$ cat config.mk
export PLATFORM = sky130hd
export DESIGN_NAME = reg_bus_xcvr
export DESIGN_NICKNAME = d
export VERILOG_FILES = /design/src/core/xcvr_pkg.sv /design/src/core/reg_bus_xcvr.sv /design/src/core/pin_sync.sv
export SDC_FILE = /design/constraint.sdc
export NUM_CORES = 1
export LEC_CHECK = 0
export BUFFER_PORTS_ARGS = -buffer_cell sky130_fd_sc_hd__buf_4
export CORE_MARGIN = 2
export CORE_UTILIZATION = 30
export DETAILED_ROUTE_END_ITERATION = 16
export RECOVER_POWER = 25
export SYNTH_ARGS = -nofsm -noshare
export SYNTH_HDL_FRONTEND = slang
export SYNTH_SLANG_ARGS = --single-unit
export TNS_END_PERCENT = 50
$ cat constraint.sdc
create_clock -name clk -period 3.7 [get_ports clk]
set_input_delay 0.74 -clock clk [delete_from_list [all_inputs] [get_ports clk]]
set_output_delay 0.74 -clock clk [all_outputs]
set_load 0.02 [all_outputs]
$ cat src/core/xcvr_pkg.sv
// constants shared by the registered bus transceiver
package xcvr_pkg;
  localparam int DATA_W = 8;
  localparam int ADDR_W = 12;
  localparam int CTRL_W = 5;
  // register byte offsets
  localparam logic [ADDR_W-1:0] CTRL_OFFSET = 12'h000;
  localparam logic [ADDR_W-1:0] STORE_OFFSET = 12'h004;
  localparam logic [ADDR_W-1:0] LIVE_OFFSET = 12'h008;
  // control field positions
  localparam int OE_N_BIT = 0;
  localparam int DIR_BIT = 1;
  localparam int A_TO_B_SEL_BIT = 2;
  localparam int B_TO_A_SEL_BIT = 3;
  localparam int INV_BIT = 4;
  // outputs disabled, all else low after reset
  localparam logic [CTRL_W-1:0] CTRL_RESET = 5'h01;
  localparam logic [DATA_W-1:0] DATA_ZERO = 8'h00;
  localparam logic [DATA_W-1:0] DATA_ONES = 8'hff;
  localparam logic [31:0] WORD_ZERO = 32'h0000_0000;
  localparam int STORE_B_LSB = 8;
endpackage

$ cat src/core/reg_bus_xcvr.sv
// octal registered bus transceiver with apb control
//
// Overview of operation
// - each store captures its bus on a rising edge of its capture clock.
// - a source select low routes live opposite-bus data, high stored data.
// - changing a source select switches the driven bus without a glitch.
// - enable and direction pick the driven bus; the source selects pick live or stored data.
// - enabled, direction picks the one driven bus; the other is an input.
// - disabled, both buses are released and capture still works.
// - stored data driven out does not depend on the opposite bus level.
// - enabled, direction low drives bus a with live or stored b data.
// - disabled, the stores hold unless a capture clock rises.
// - in inverting mode the driven data is the complement of the source.
//
// The implementer's own choices: register access over APB and the address map.
module reg_bus_xcvr (
  input wire logic clk,
  input wire logic rstn,
  input wire logic psel,
  input wire logic penable,
  input wire logic pwrite,
  input wire logic [11:0] paddr,
  input wire logic [31:0] pwdata,
  output logic [31:0] prdata,
  output logic pready,
  output logic pslverr,
  input wire logic a_side_capture_clock,
  input wire logic b_side_capture_clock,
  input wire logic [7:0] a_bus_in,
  output logic [7:0] a_bus_out,
  output logic a_bus_oe,
  input wire logic [7:0] b_bus_in,
  output logic [7:0] b_bus_out,
  output logic b_bus_oe
);
  // ********************************************************
  // pin synchronisers
  // ********************************************************
  logic [7:0] a_live;
  logic [7:0] b_live;
  logic [1:0] cap_clk_sync;

  // bus data and capture clocks share the same latency, so data stays
  // aligned to the edge that samples it
  pin_sync #(.WIDTH(8)) u_sync_a (
    .clk(clk),
    .rstn(rstn),
    .pin_in(a_bus_in),
    .pin_sync_out(a_live)
  );
  pin_sync #(.WIDTH(8)) u_sync_b (
    .clk(clk),
    .rstn(rstn),
    .pin_in(b_bus_in),
    .pin_sync_out(b_live)
  );
  pin_sync #(.WIDTH(2)) u_sync_clk (
    .clk(clk),
    .rstn(rstn),
    .pin_in({b_side_capture_clock, a_side_capture_clock}),
    .pin_sync_out(cap_clk_sync)
  );

  // ********************************************************
  // apb register slave
  // ********************************************************
  logic [4:0] ctrl_reg;
  logic [4:0] ctrl_next;
  logic [31:0] prdata_reg;
  logic [31:0] prdata_next;
  logic pslverr_reg;
  logic pslverr_next;
  logic [7:0] store_a_reg;
  logic [7:0] store_b_reg;
  logic setup;
  logic mapped;
  logic oe_n;
  logic dir;
  logic a_to_b_source_select;
  logic b_to_a_source_select;
  logic inv;

  assign oe_n = ctrl_reg[xcvr_pkg::OE_N_BIT];
  assign dir = ctrl_reg[xcvr_pkg::DIR_BIT];
  assign a_to_b_source_select = ctrl_reg[xcvr_pkg::A_TO_B_SEL_BIT];
  assign b_to_a_source_select = ctrl_reg[xcvr_pkg::B_TO_A_SEL_BIT];
  assign inv = ctrl_reg[xcvr_pkg::INV_BIT];

  // answer is prepared in the setup cycle, so pready can stay high
  always_comb begin
    setup = psel && !penable;
    mapped = (paddr == xcvr_pkg::CTRL_OFFSET) ||
             (paddr == xcvr_pkg::STORE_OFFSET) ||
             (paddr == xcvr_pkg::LIVE_OFFSET);
    ctrl_next = ctrl_reg;
    prdata_next = xcvr_pkg::WORD_ZERO;
    pslverr_next = 1'b0;
    if (psel && penable && pwrite && paddr == xcvr_pkg::CTRL_OFFSET) begin
      ctrl_next = pwdata[xcvr_pkg::CTRL_W-1:0];
    end
    if (setup) begin
      pslverr_next = !mapped;
      if (!pwrite) begin
        if (paddr == xcvr_pkg::CTRL_OFFSET) begin
          prdata_next[xcvr_pkg::CTRL_W-1:0] = ctrl_reg;
        end else if (paddr == xcvr_pkg::STORE_OFFSET) begin
          prdata_next[xcvr_pkg::DATA_W-1:0] = store_a_reg;
          prdata_next[xcvr_pkg::STORE_B_LSB +: xcvr_pkg::DATA_W] =
            store_b_reg;
        end else if (paddr == xcvr_pkg::LIVE_OFFSET) begin
          prdata_next[xcvr_pkg::DATA_W-1:0] = a_live;
          prdata_next[xcvr_pkg::STORE_B_LSB +: xcvr_pkg::DATA_W] = b_live;
        end
      end
    end
  end

  always_ff @(posedge clk) begin
    if (!rstn) begin
      ctrl_reg <= xcvr_pkg::CTRL_RESET;
      prdata_reg <= xcvr_pkg::WORD_ZERO;
      pslverr_reg <= 1'b0;
    end else begin
      ctrl_reg <= ctrl_next;
      prdata_reg <= prdata_next;
      pslverr_reg <= pslverr_next;
    end
  end

  assign prdata = prdata_reg;
  assign pslverr = pslverr_reg;
  assign pready = 1'b1; // zero wait states

  // ********************************************************
  // capture registers
  // ********************************************************
  logic [1:0] cap_clk_dly_reg;
  logic [1:0] cap_clk_dly_next;
  logic cap_a;
  logic cap_b;
  logic [7:0] store_a_next;
  logic [7:0] store_b_next;

  // capture runs regardless of enable or direction
  always_comb begin
    cap_clk_dly_next = cap_clk_sync;
    cap_a = cap_clk_sync[0] && !cap_clk_dly_reg[0];
    cap_b = cap_clk_sync[1] && !cap_clk_dly_reg[1];
    store_a_next = cap_a ? a_live : store_a_reg;
    store_b_next = cap_b ? b_live : store_b_reg;
  end

  always_ff @(posedge clk) begin
    if (!rstn) begin
      cap_clk_dly_reg <= 2'h0;
      store_a_reg <= xcvr_pkg::DATA_ZERO;
      store_b_reg <= xcvr_pkg::DATA_ZERO;
    end else begin
      cap_clk_dly_reg <= cap_clk_dly_next;
      store_a_reg <= store_a_next;
      store_b_reg <= store_b_next;
    end
  end

  // ********************************************************
  // output multiplexers and drivers
  // ********************************************************
  logic [7:0] a_out_reg;
  logic [7:0] a_out_next;
  logic [7:0] b_out_reg;
  logic [7:0] b_out_next;
  logic a_oe_reg;
  logic a_oe_next;
  logic b_oe_reg;
  logic b_oe_next;
  logic [7:0] inv_mask;

  // registered mux switches in one edge: the old source is held until
  // the new one is loaded, so no intermediate value can reach a pin
  always_comb begin
    inv_mask = inv ? xcvr_pkg::DATA_ONES : xcvr_pkg::DATA_ZERO;
    a_oe_next = !oe_n && !dir;
    b_oe_next = !oe_n && dir;
    a_out_next = (b_to_a_source_select ? store_b_reg : b_live) ^
                 inv_mask;
    b_out_next = (a_to_b_source_select ? store_a_reg : a_live) ^
                 inv_mask;
  end

  always_ff @(posedge clk) begin
    if (!rstn) begin
      a_oe_reg <= 1'b0;
      b_oe_reg <= 1'b0;
      a_out_reg <= xcvr_pkg::DATA_ZERO;
      b_out_reg <= xcvr_pkg::DATA_ZERO;
    end else begin
      a_oe_reg <= a_oe_next;
      b_oe_reg <= b_oe_next;
      a_out_reg <= a_out_next;
      b_out_reg <= b_out_next;
    end
  end

  assign a_bus_out = a_out_reg;
  assign b_bus_out = b_out_reg;
  assign a_bus_oe = a_oe_reg;
  assign b_bus_oe = b_oe_reg;

  // ********************************************************
  // assertions
  // ********************************************************
  a_capture_a_edge: assert property (
    @(posedge clk) disable iff (!rstn)
    cap_a |=> store_a_reg == $past(a_live))
    else $error("a store missed a capture");
  a_store_hold: assert property (
    @(posedge clk) disable iff (!rstn)
    !cap_b |=> $stable(store_b_reg))
    else $error("b store changed without capture");
  a_single_drive: assert property (
    @(posedge clk) disable iff (!rstn)
    !(a_bus_oe && b_bus_oe))
    else $error("both buses driven");
  a_isolate_both: assert property (
    @(posedge clk) disable iff (!rstn)
    oe_n |=> !a_bus_oe && !b_bus_oe)
    else $error("bus driven while disabled");
  a_live_b_to_a: assert property (
    @(posedge clk) disable iff (!rstn)
    (!oe_n && !dir && !b_to_a_source_select && !inv) |=>
      a_bus_oe && a_bus_out == $past(b_live))
    else $error("live b data not on bus a");
  a_stored_a_to_b: assert property (
    @(posedge clk) disable iff (!rstn)
    (!oe_n && dir && a_to_b_source_select && !inv) |=>
      b_bus_oe && b_bus_out == $past(store_a_reg))
    else $error("stored a data not on bus b");
  a_invert_path: assert property (
    @(posedge clk) disable iff (!rstn)
    (inv && !b_to_a_source_select) |=> a_bus_out == ~$past(b_live))
    else $error("inverted data wrong");
  a_select_switch: assert property (
    @(posedge clk) disable iff (!rstn)
    ($changed(a_to_b_source_select) && !inv) |=>
      b_bus_out == ($past(a_to_b_source_select) ?
        $past(store_a_reg) : $past(a_live)))
    else $error("select switch not clean");
  a_mode_dir: assert property (
    @(posedge clk) disable iff (!rstn)
    (!oe_n && dir) |=> b_bus_oe && !a_bus_oe)
    else $error("direction high did not drive b");
endmodule

$ cat src/core/pin_sync.sv
// two flip-flop synchroniser for a group of pin inputs
module pin_sync #(
  parameter int WIDTH = 1
) (
  input wire logic clk,
  input wire logic rstn,
  input wire logic [WIDTH-1:0] pin_in,
  output logic [WIDTH-1:0] pin_sync_out
);
  logic [WIDTH-1:0] meta_reg;
  logic [WIDTH-1:0] meta_next;
  logic [WIDTH-1:0] sync_reg;
  logic [WIDTH-1:0] sync_next;

  // first stage feeds only the second stage
  always_comb begin
    meta_next = pin_in;
    sync_next = meta_reg;
  end

  always_ff @(posedge clk) begin
    if (!rstn) begin
      meta_reg <= '0;
      sync_reg <= '0;
    end else begin
      meta_reg <= meta_next;
      sync_reg <= sync_next;
    end
  end

  assign pin_sync_out = sync_reg;
endmodule

* After elaboration in Yosys (flattened, before gate mapping)
Cells that the tools add are included.
** Word-level totals
- Register bits after elaboration :: 110
- Output and inout bits :: 52
** Operators by class
- Equal/unequal tests :: 2
- Muxes and demuxes :: 6
- Bitwise gates (word level) :: 4
- Reductions and logical operators :: 20
** Operator list (number)
- $mux W16 :: 2
- $mux W8 :: 3
- $xor A8 B8 Y8 :: 2
- $eq A12 B3 Y1 const B :: 1
- $eq A12 B4 Y1 const B :: 1
- $logic_not A12 Y1 :: 1
- $logic_and A1 B1 Y1 :: 8
- $logic_not A1 Y1 :: 6
- $mux W5 :: 1
- $reduce_or A4 Y1 :: 1
- $reduce_or A3 Y1 :: 1
- $logic_or A1 B1 Y1 :: 2
- $not A1 Y1 :: 2
- $reduce_and A2 Y1 :: 1

* Depth between registers and ports, before layout
Gate-level depths: netlist of run 1.
- Depth in word-level cells :: 4
- Gate-level depth with buffers :: 6
- Mapped depth without buffers :: 3

* Modules after synthesis
A second synthesis of run 1 with hierarchy kept.
** Second synthesis, totals
- Cell total of the unflattened synthesis :: 321
- Area, all modules :: 3513.4 um2
** Modules (own cells, without submodules)
- reg_bus_xcvr :: times used 1, cells each 247, area each 2514.9 um2
- pin_sync (u_sync_a ...) :: times used 2, cells each 33, area each 446.7 um2
- pin_sync (u_sync_clk) :: times used 1, cells each 8, area each 105.1 um2

* Worst setup path before layout of run 1
No wires, ideal clock.
- Path type :: input to register
- From :: in paddr[9]
- To :: reg ctrl_reg[0]
- Setup time :: 0.072 ns
- Arrival :: 1.949 ns
- Required time :: 3.628 ns
- Setup slack :: 1.679 ns
- Stages on the path :: 3
- Buffers on the path :: 0
- Cell sequence :: or4_4 > nor4_4 > mux2i_1
** Between the ends
- Longest elaborated chain between the ends :: 2
** Ends and longest elaborated chain
- from (decl) :: line reg_bus_xcvr.sv:22 : input wire logic [11:0] paddr,
- $logic_not A12 Y1 :: line reg_bus_xcvr.sv:98 : if (psel && penable && pwrite && paddr == xcvr_pkg::CTRL_OFFSET) begin
- $logic_and A1 B1 Y1 :: line reg_bus_xcvr.sv:98
- to (signal assigned) :: line reg_bus_xcvr.sv:120 : ctrl_reg <= xcvr_pkg::CTRL_RESET;
- to (signal assigned) :: line reg_bus_xcvr.sv:124 : ctrl_reg <= ctrl_next;
- to (decl) :: line reg_bus_xcvr.sv:67 : logic [4:0] ctrl_reg;
No other way between the ends.
A chain may end at the register's enable or synchronous reset.

==> impl_results.md, run 1 <==
* Result of the run: completed
* Max-capacitance violation count at 0
* Area share of and/or/nand/nor cells after synthesis at 19.4%
* Critical path, cell by cell: clkbuf_1 > clkbuf_2 > nor2b_1 > mux2i_1
* Placement Cell Area at 4070 sq um
* Number of sinks driven by the clock tree at 94
* Fin crit period at 2040 ps
* Library cell used as clock root buffer: sky130_fd_sc_hd__clkbuf_16
* Share of final-layout standard cells stronger than drive strength 1 at 24.0%
* Antenna diodes at 0
* Die Width at 112 um
* Dominant cell type by area after synthesis: sky130_fd_sc_hd__dfxtp_1
* Hold Startpoint: u_sync_a.meta_reg[5]
* Area of the core at 11400 sq um
* Maximum buffer depth of the clock tree at 2
* Launching point of the worst reg2reg path: ctrl_reg[4]
* Most used standard cells in the synthesized netlist: 94 x sky130_fd_sc_hd__dfxtp_1, 55 x sky130_fd_sc_hd__and2_1, 42 x sky130_fd_sc_hd__mux2i_1, 23 x sky130_fd_sc_hd__nor2b_1
* Crit Path Class: in -> reg
* Crit Path Max Fanout at 81
* Number of global-route vias before repair at 2240
* Share of cell area taken by muxes after synthesis at 12.1%
* Fin. Hold Viols at 0
* Total Die Area at 12500 sq um
* Post-synthesis share of cell area spent on full adders, half adders and majority gates at 0%
* Worst Hold End: u_sync_a.pin_sync_out[5]
* Total of cells resized after clock tree synthesis at 0
* Total power after layout at 0.00215 W
* Slowest stage delay, CP at 940 ps
* Clock group share of total power at 45.0%
* Switching power share of the total at 21.2%
* Number of storage elements in the synthesis netlist at 94
* Power density normalized to cell area at 490 nW/um^2
* Max-slew headroom at the worst pin at 19.4%
* Most frequent cell after synthesis: sky130_fd_sc_hd__dfxtp_1
* Buf/Inv on CP at 2
* Cells after Synth at 323
* RSZ-0062 raised after global routing: no
* CTS Hold Buffers Added at 0
* Routed Wire Length at 6.77 mm
* Kind of cell adding the most delay to the critical path: buffers and inverters
* Most used flip-flop cell after synthesis: sky130_fd_sc_hd__dfxtp_1
* Worst hold path cell count at 1
* Required time worst endpoint at 3910 ps
* Final routed wire length divided by cell count at 12.6 um
* Vertical extent of the die at 112 um
* Met2 track demand over resource in global routing at 17.5%
* Cell type of the slowest stage on the worst timing path: sky130_fd_sc_hd__clkbuf_2
* Internal portion of total power at 0.00169 W
* Critical path data arrival time at 2250 ps
* Top-area cell type share of the netlist area at 54.1%
* Wire length of the first global-routing pass at 11.2 mm
* Synth-to-layout area growth at 26.1%
* Worst r2r path cells at 2
* Number of flops mapped to enable cells by yosys at 0
* NumNets Final at 454
* Post-synth design cell area at 3480 sq um
* Total of endpoints with negative setup slack in the final report at 0
* Count of cell types in the netlist at 20
* Count of vias placed by the detailed router at 2211
* Setup slack on the worst flop-to-flop path at 2150 ps
* M3 GR Usage at 3.59%
* Global routing usage on met1 at 14.8%
* Aggregate negative setup slack at 0 ps
* Worst-Margin Slew at 1210 ps
* Clock transition at the registers of the reported paths at 70 ps
* Pin count of the biggest net entering global routing at 82
* Finished Core Util at 38.5%
* Synthesis Warnings at 0
* Number of buffers inserted by port buffering at 74
* First-pass iteration count of the detailed router at 4
* Endpoint of the worst register-to-register path: a_bus_out[5]
* Highest-utilization routing layer at the global route stage: met2
* Number of max-slew violations in the final report at 0
* Number of buffers inserted during clock tree synthesis at 9
* Remaining routing DRC violations at 0
* VDD IR max at 0.228 mV
* Number of antenna violations at the first check in global routing at 0
* Count of nets left with antenna violations after detail routing at 0
* Endpoint class of the critical path: flip-flop
* Synthesized-area fraction occupied by ao, oa, aoi and oai cells at 3.89%
* Estimated wirelength of the detail-placed design at 4.54 mm
* Row Count at 39
* HP Class: reg -> reg
* Leak at 1.74 nW
* Starting Density at 30.6%
* Part of the cycle the worst path needs at 55.0%
* F_max at 491 MHz
* Xor and xnor area share after synthesis at 4.03%
* CTS tree: yes
* Top-Level Pins at 119
* Post-CTS setup repair buffer count at 0
* Total routing resource utilization after global routing at 11.5%
* Routability Congestion at 0.765
* Cells taking the most area after synthesis: sky130_fd_sc_hd__dfxtp_1 54%, sky130_fd_sc_hd__mux2i_1 12%, sky130_fd_sc_hd__and2_1 9.9%
* Iter 0 DRT Violations at 103
* Setup clock skew after layout at 8.08 ps
* Total overflow reported by the global router at 0
* Logic pwr share at 6.2%
* Crit start category: input pin
* Relative contribution of sequential cells to total power at 48.8%
* Area of all placed cells without fillers at 4380 sq um
* Number of flip-flops under the largest register name at 16
* H-Tree Depth at 3
* Switching component of the power at 0.000455 W
* Mapped Avg Cell Area at 10.8 sq um
* Main combinational cell family by area after synthesis: simple AND/OR/NAND/NOR gates
* Latest clock arrival within the worst-skew pair at 340 ps
* Share of flip-flops with an asynchronous set or reset at 0%
* Via density at 4.13
* Proportion of synthesized chip area in sequential cells at 54.1%
## layer usage
layer / vias to the layer above / routed length [um]
met5: - / 0
met4: 0 / 147
met3: 11 / 316
met2: 51 / 3060
met1: 1010 / 3240
li1: 1139 / -
## logic make-up (layout without fill, tap and decap cells)
group / after synthesis / count (layout)
flip-flops: 94 / 94
AO/OA/AOI/OAI: 17 / 17
AND/OR/NAND/NOR: 113 / 113
XOR/XNOR: 16 / 16
buffers and inverters: 39 / 93
other: 2 / 17
multiplexers: 42 / 42
## stage by stage
step                      hold slack, ps  setup WS [ps]  std cells
after floorplan                      412           1680        338
after global placement               422           1460        519
after detailed placement             419           1450        519
after CTS                            433           1790        535
after global routing                 448           1410        535
final                                429           1660        535
## worst max-delay path by stage
stage	from	to	cells past startpoint
6_report	rstn	ctrl_reg[0]	4
3_5_place_dp	paddr[9]	ctrl_reg[0]	4
3_3_place_gp	paddr[9]	ctrl_reg[4]	4
2_1_floorplan	paddr[9]	ctrl_reg[0]	3
4_1_cts	paddr[9]	ctrl_reg[0]	4
5_1_grt	rstn	ctrl_reg[0]	4
## placed cells by master, fill, tap and decap left out, types with 2 or more instances in the layout
master and instances:
sky130_fd_sc_hd__buf_4 75, sky130_fd_sc_hd__clkbuf_16 9, sky130_fd_sc_hd__or4_4 2, sky130_fd_sc_hd__xnor2_1 16
sky130_fd_sc_hd__nor2_1 18, sky130_fd_sc_hd__a2bb2oi_1 5, sky130_fd_sc_hd__clkinv_2 2, sky130_fd_sc_hd__conb_1 17
sky130_fd_sc_hd__nor2b_1 23, sky130_fd_sc_hd__dfxtp_1 94, sky130_fd_sc_hd__and2_0 3, sky130_fd_sc_hd__bufinv_16 2
sky130_fd_sc_hd__and2_1 52, sky130_fd_sc_hd__a22oi_1 11, sky130_fd_sc_hd__clkbuf_1 2, sky130_fd_sc_hd__mux2i_1 42
sky130_fd_sc_hd__nand2_1 10
## area by class of cell
class / instances / area (sq um)
Fill cell: 1149 / 6990
Clock inverter: 6 / 86.3
Timing Repair Buffer: 77 / 572
Tap cell: 143 / 179
Clock buffer: 10 / 229
Sequential cell: 94 / 1880
Multi-Input combinational cell: 205 / 1440
## power by group through the flow
stage / logic, W / registers, W / clock network [W]
floorplan: 0.0000904 / 0.00107 / 0
global placement: 0.000134 / 0.00107 / 0
detailed placement: 0.000136 / 0.00107 / 0
CTS: 0.000136 / 0.00105 / 0.000992
global route: 0.000147 / 0.00105 / 0.00105
finish: 0.000133 / 0.00105 / 0.000968
Note: power is estimated with default switching activity, not from simulation.
==> inputs of run 2 (changes only) <==
ABC_AREA = 1   (was unset)
clock period = 1.7 ns   (was 3.7 ns; I/O delays follow)
==> run 2 against run 1 <==
Compared with the run above: design area is 3.8% higher; die area is 4.1% higher; largest cell class unchanged; largest power group unchanged; global-route usage is 0.66 points higher; core utilization is 0.37 points lower; highest routed layer unchanged; first-iteration DRC count is 17% higher; via count is 33% higher.
==> impl_results.md, run 2 <==
* Number of storage elements in the synthesis netlist at 94 (unchanged)
* Number of sinks driven by the clock tree at 94 (unchanged)
* Crit Path Class: reg -> reg (was in -> reg)
* Routed Wire Length at 7.79 mm (was 6.77 mm)
* Fin crit period at 1400 ps
* Critical path data arrival time at 1630 ps (was 2250 ps)
* Finished Core Util at 38.2% (was 38.5%)
* Via density at 4.27 (was 4.13)
* Library cell used as clock root buffer: sky130_fd_sc_hd__clkbuf_16 (unchanged)
* H-Tree Depth at 3 (unchanged)
* Mapped Avg Cell Area at 7.78 sq um (was 10.8 sq um)
* Total overflow reported by the global router at 0 (unchanged)
* Maximum buffer depth of the clock tree at 2 (unchanged)
* Result of the run: completed (unchanged)
* Power density normalized to cell area at 971 nW/um^2 (was 490 nW/um^2)
* Max-slew headroom at the worst pin at 57.7% (was 19.4%)
* Post-CTS setup repair buffer count at 0 (unchanged)
* Setup clock skew after layout at 4.14 ps (was 8.08 ps)
* Top-area cell type share of the netlist area at 51.9% (was 54.1%)
* Leak at 2.26 nW (was 1.74 nW)
* F_max at 715 MHz
* Post-synth design cell area at 3620 sq um (was 3480 sq um)
* NumNets Final at 604 (was 454)
* Part of the cycle the worst path needs at 82.3%
* Count of nets left with antenna violations after detail routing at 0 (unchanged)
* Total routing resource utilization after global routing at 12.1% (was 11.5%)
* Max-capacitance violation count at 0 (unchanged)
* Share of final-layout standard cells stronger than drive strength 1 at 20.3% (was 24.0%)
* Total Die Area at 13000 sq um (was 12500 sq um)
* Die Width at 114 um (was 112 um)
* Number of global-route vias before repair at 2669 (was 2240)
* Row Count at 40 (was 39)
* Number of max-slew violations in the final report at 0 (unchanged)
* HP Class: in -> reg (was reg -> reg)
* Synthesis Warnings at 0 (unchanged)
* Vertical extent of the die at 114 um (was 112 um)
* Number of buffers inserted during clock tree synthesis at 9 (unchanged)
* Clock transition at the registers of the reported paths at 60 ps (was 70 ps)
* Dominant cell type by area after synthesis: sky130_fd_sc_hd__dfxtp_1 (unchanged)
* Required time worst endpoint at 1930 ps (was 3910 ps)
* Number of antenna violations at the first check in global routing at 0 (unchanged)
* Commonest non-fill, non-tap cell in the layout: sky130_fd_sc_hd__dfxtp_1 (unchanged)
* Worst hold margin at 185 ps (was 429 ps)
* Area of the core at 11900 sq um (was 11400 sq um)
* Number of fill cells at 1246 (was 1149)
* Wire length of the first global-routing pass at 12.7 mm (was 11.2 mm)
* Estimated wirelength of the detail-placed design at 5.53 mm (was 4.54 mm)
* Crit start category: flip-flop (was input pin)
* Remaining routing DRC violations at 0 (unchanged)
* VDD IR max at 0.388 mV (was 0.228 mV)
* Share of flip-flops with an asynchronous set or reset at 0% (unchanged)
* Cells after Synth at 466 (was 323)
* Antenna diodes at 0 (unchanged)
* Total power after layout at 0.00442 W (was 0.00215 W)
* Pin count of the biggest net entering global routing at 76 (was 82)
* Most frequent cells in the layout: 94 x sky130_fd_sc_hd__dfxtp_1, 91 x sky130_fd_sc_hd__nand2_1, 80 x sky130_fd_sc_hd__buf_4 (was 94 x sky130_fd_sc_hd__dfxtp_1, 75 x sky130_fd_sc_hd__buf_4, 52 x sky130_fd_sc_hd__and2_1)
* Most frequent cell after synthesis: sky130_fd_sc_hd__dfxtp_1 (unchanged)
* Endpoint class of the critical path: flip-flop (unchanged)
* Most used standard cells in the synthesized netlist: 94 x sky130_fd_sc_hd__dfxtp_1, 91 x sky130_fd_sc_hd__nand2_1, 68 x sky130_fd_sc_hd__inv_1, 40 x sky130_fd_sc_hd__o21ai_0, 39 x sky130_fd_sc_hd__a21oi_1 (was 94 x sky130_fd_sc_hd__dfxtp_1, 55 x sky130_fd_sc_hd__and2_1, 42 x sky130_fd_sc_hd__mux2i_1, 23 x sky130_fd_sc_hd__nor2b_1)
* Total of cells resized after clock tree synthesis at 0 (unchanged)
* Top-Level Pins at 119 (unchanged)
* Setup slack on the worst flop-to-flop path at 300 ps (was 2150 ps)
* Crit Path Max Fanout at 11 (was 81)
* Count of vias placed by the detailed router at 2941 (was 2211)
* Total of endpoints with negative setup slack in the final report at 0 (unchanged)
* Aggregate negative setup slack at 0 ps (unchanged)
* CTS tree: yes (unchanged)
* Latest clock arrival within the worst-skew pair at 340 ps (about the same)
* Number of buffers inserted by port buffering at 74 (unchanged)
* Routability Congestion at 0.776 (was 0.765)
* Number of flops mapped to enable cells by yosys at 0 (unchanged)
* Fin. Hold Viols at 0 (unchanged)
* Final routed wire length divided by cell count at 11.3 um (was 12.6 um)
* Synth-to-layout area growth at 25.5% (was 26.1%)
* RSZ-0062 raised after global routing: no (unchanged)
* Number of flip-flops under the largest register name at 16 (unchanged)
* Cells taking the most area after synthesis: sky130_fd_sc_hd__dfxtp_1 52%, sky130_fd_sc_hd__nand2_1 9.4%, sky130_fd_sc_hd__inv_1 7.0% (was sky130_fd_sc_hd__dfxtp_1 54%, sky130_fd_sc_hd__mux2i_1 12%, sky130_fd_sc_hd__and2_1 9.9%)
* Count of cell types in the netlist at 22 (was 20)
* Iter 0 DRT Violations at 120 (was 103)
* Worst-Margin Slew at 632 ps (was 1210 ps)
* Most used flip-flop cell after synthesis: sky130_fd_sc_hd__dfxtp_1 (unchanged)
* Proportion of synthesized chip area in sequential cells at 51.9% (was 54.1%)
* First-pass iteration count of the detailed router at 4 (unchanged)
* Starting Density at 30.4% (was 30.6%)
* CTS Hold Buffers Added at 0 (unchanged)
[run 2: changes by cell type in the layout (fill, tap and decap cells not counted), sizes merged, moves of 35 or more]
cell,change
nand3,+35
a21oi,+45
and2,-55
mux2i,-42
o21ai,+40
nand2,+81
inv,+71
[run 2: final cells by class]
type / count / area [sq um] / share of cell area (%)
clock buffers: 10 / 229 / 5.03
flip-flops and latches: 94 / 1880 / 41.4
repair buffers: 84 / 664 / 14.6
multi-input cells: 278 / 1290 / 28.4
inverters: 70 / 263 / 5.78
clock inverters: 6 / 36.3 / 0.798
well taps: 147 / 184 / 4.04
[run 2: worst max-delay path: stages, from the launching register on]
cell	delay, ps
sky130_fd_sc_hd__dfxtp_1	330
sky130_fd_sc_hd__inv_1	40
sky130_fd_sc_hd__nor2_1	480
sky130_fd_sc_hd__inv_1	240
sky130_fd_sc_hd__nor2_1	150
sky130_fd_sc_hd__nor2_1	60
[run 2: worst paths after layout]
kind,cells past startpoint,startpoint,to
setup / recovery,5,u_sync_clk.pin_sync_out[0],store_a_reg[1]
hold / removal,3,a_bus_in[0],u_sync_a.meta_reg[0]
setup reg to reg,5,u_sync_clk.pin_sync_out[0],store_a_reg[1]
hold reg to reg,2,u_sync_a.meta_reg[1],u_sync_a.pin_sync_out[1]
[run 2: cell families after synthesis]
group                  synth area share [%]
AND/OR/NAND/NOR                        20.2
buffers and inverters                  14.0
flip-flops                             51.9
AO/OA/AOI/OAI                          13.6
other                                 0.207
[run 2: metal layers]
layer | part of all wire, % | vias to the layer above | GRT usage (%)
met4 | 1.8 | 0 | 4.96
met3 | 5.9 | 10 | 2.82
li1 | - | 1573 | -
met5 | 0 | - | 0
met2 | 44 | 90 | 18.7
met1 | 48 | 1268 | 16.4
[run 2: per-stage QoR]
step	setup WS, ps	instances	instance area (sq um)
floorplan	497	481	3680
global placement	194	673	4290
detailed placement	197	673	4290
CTS	286	689	4550
global route	96.1	689	4550
finish	301	689	4550
[run 2: power breakdown]
group	switching (W)	total [W]	internal (W)	leakage, nW
registers	0.0000343	0.00231	0.00227	0.768
logic	0.000190	0.000319	0.000128	1.36
clock network	0.000806	0.00179	0.000985	0.132
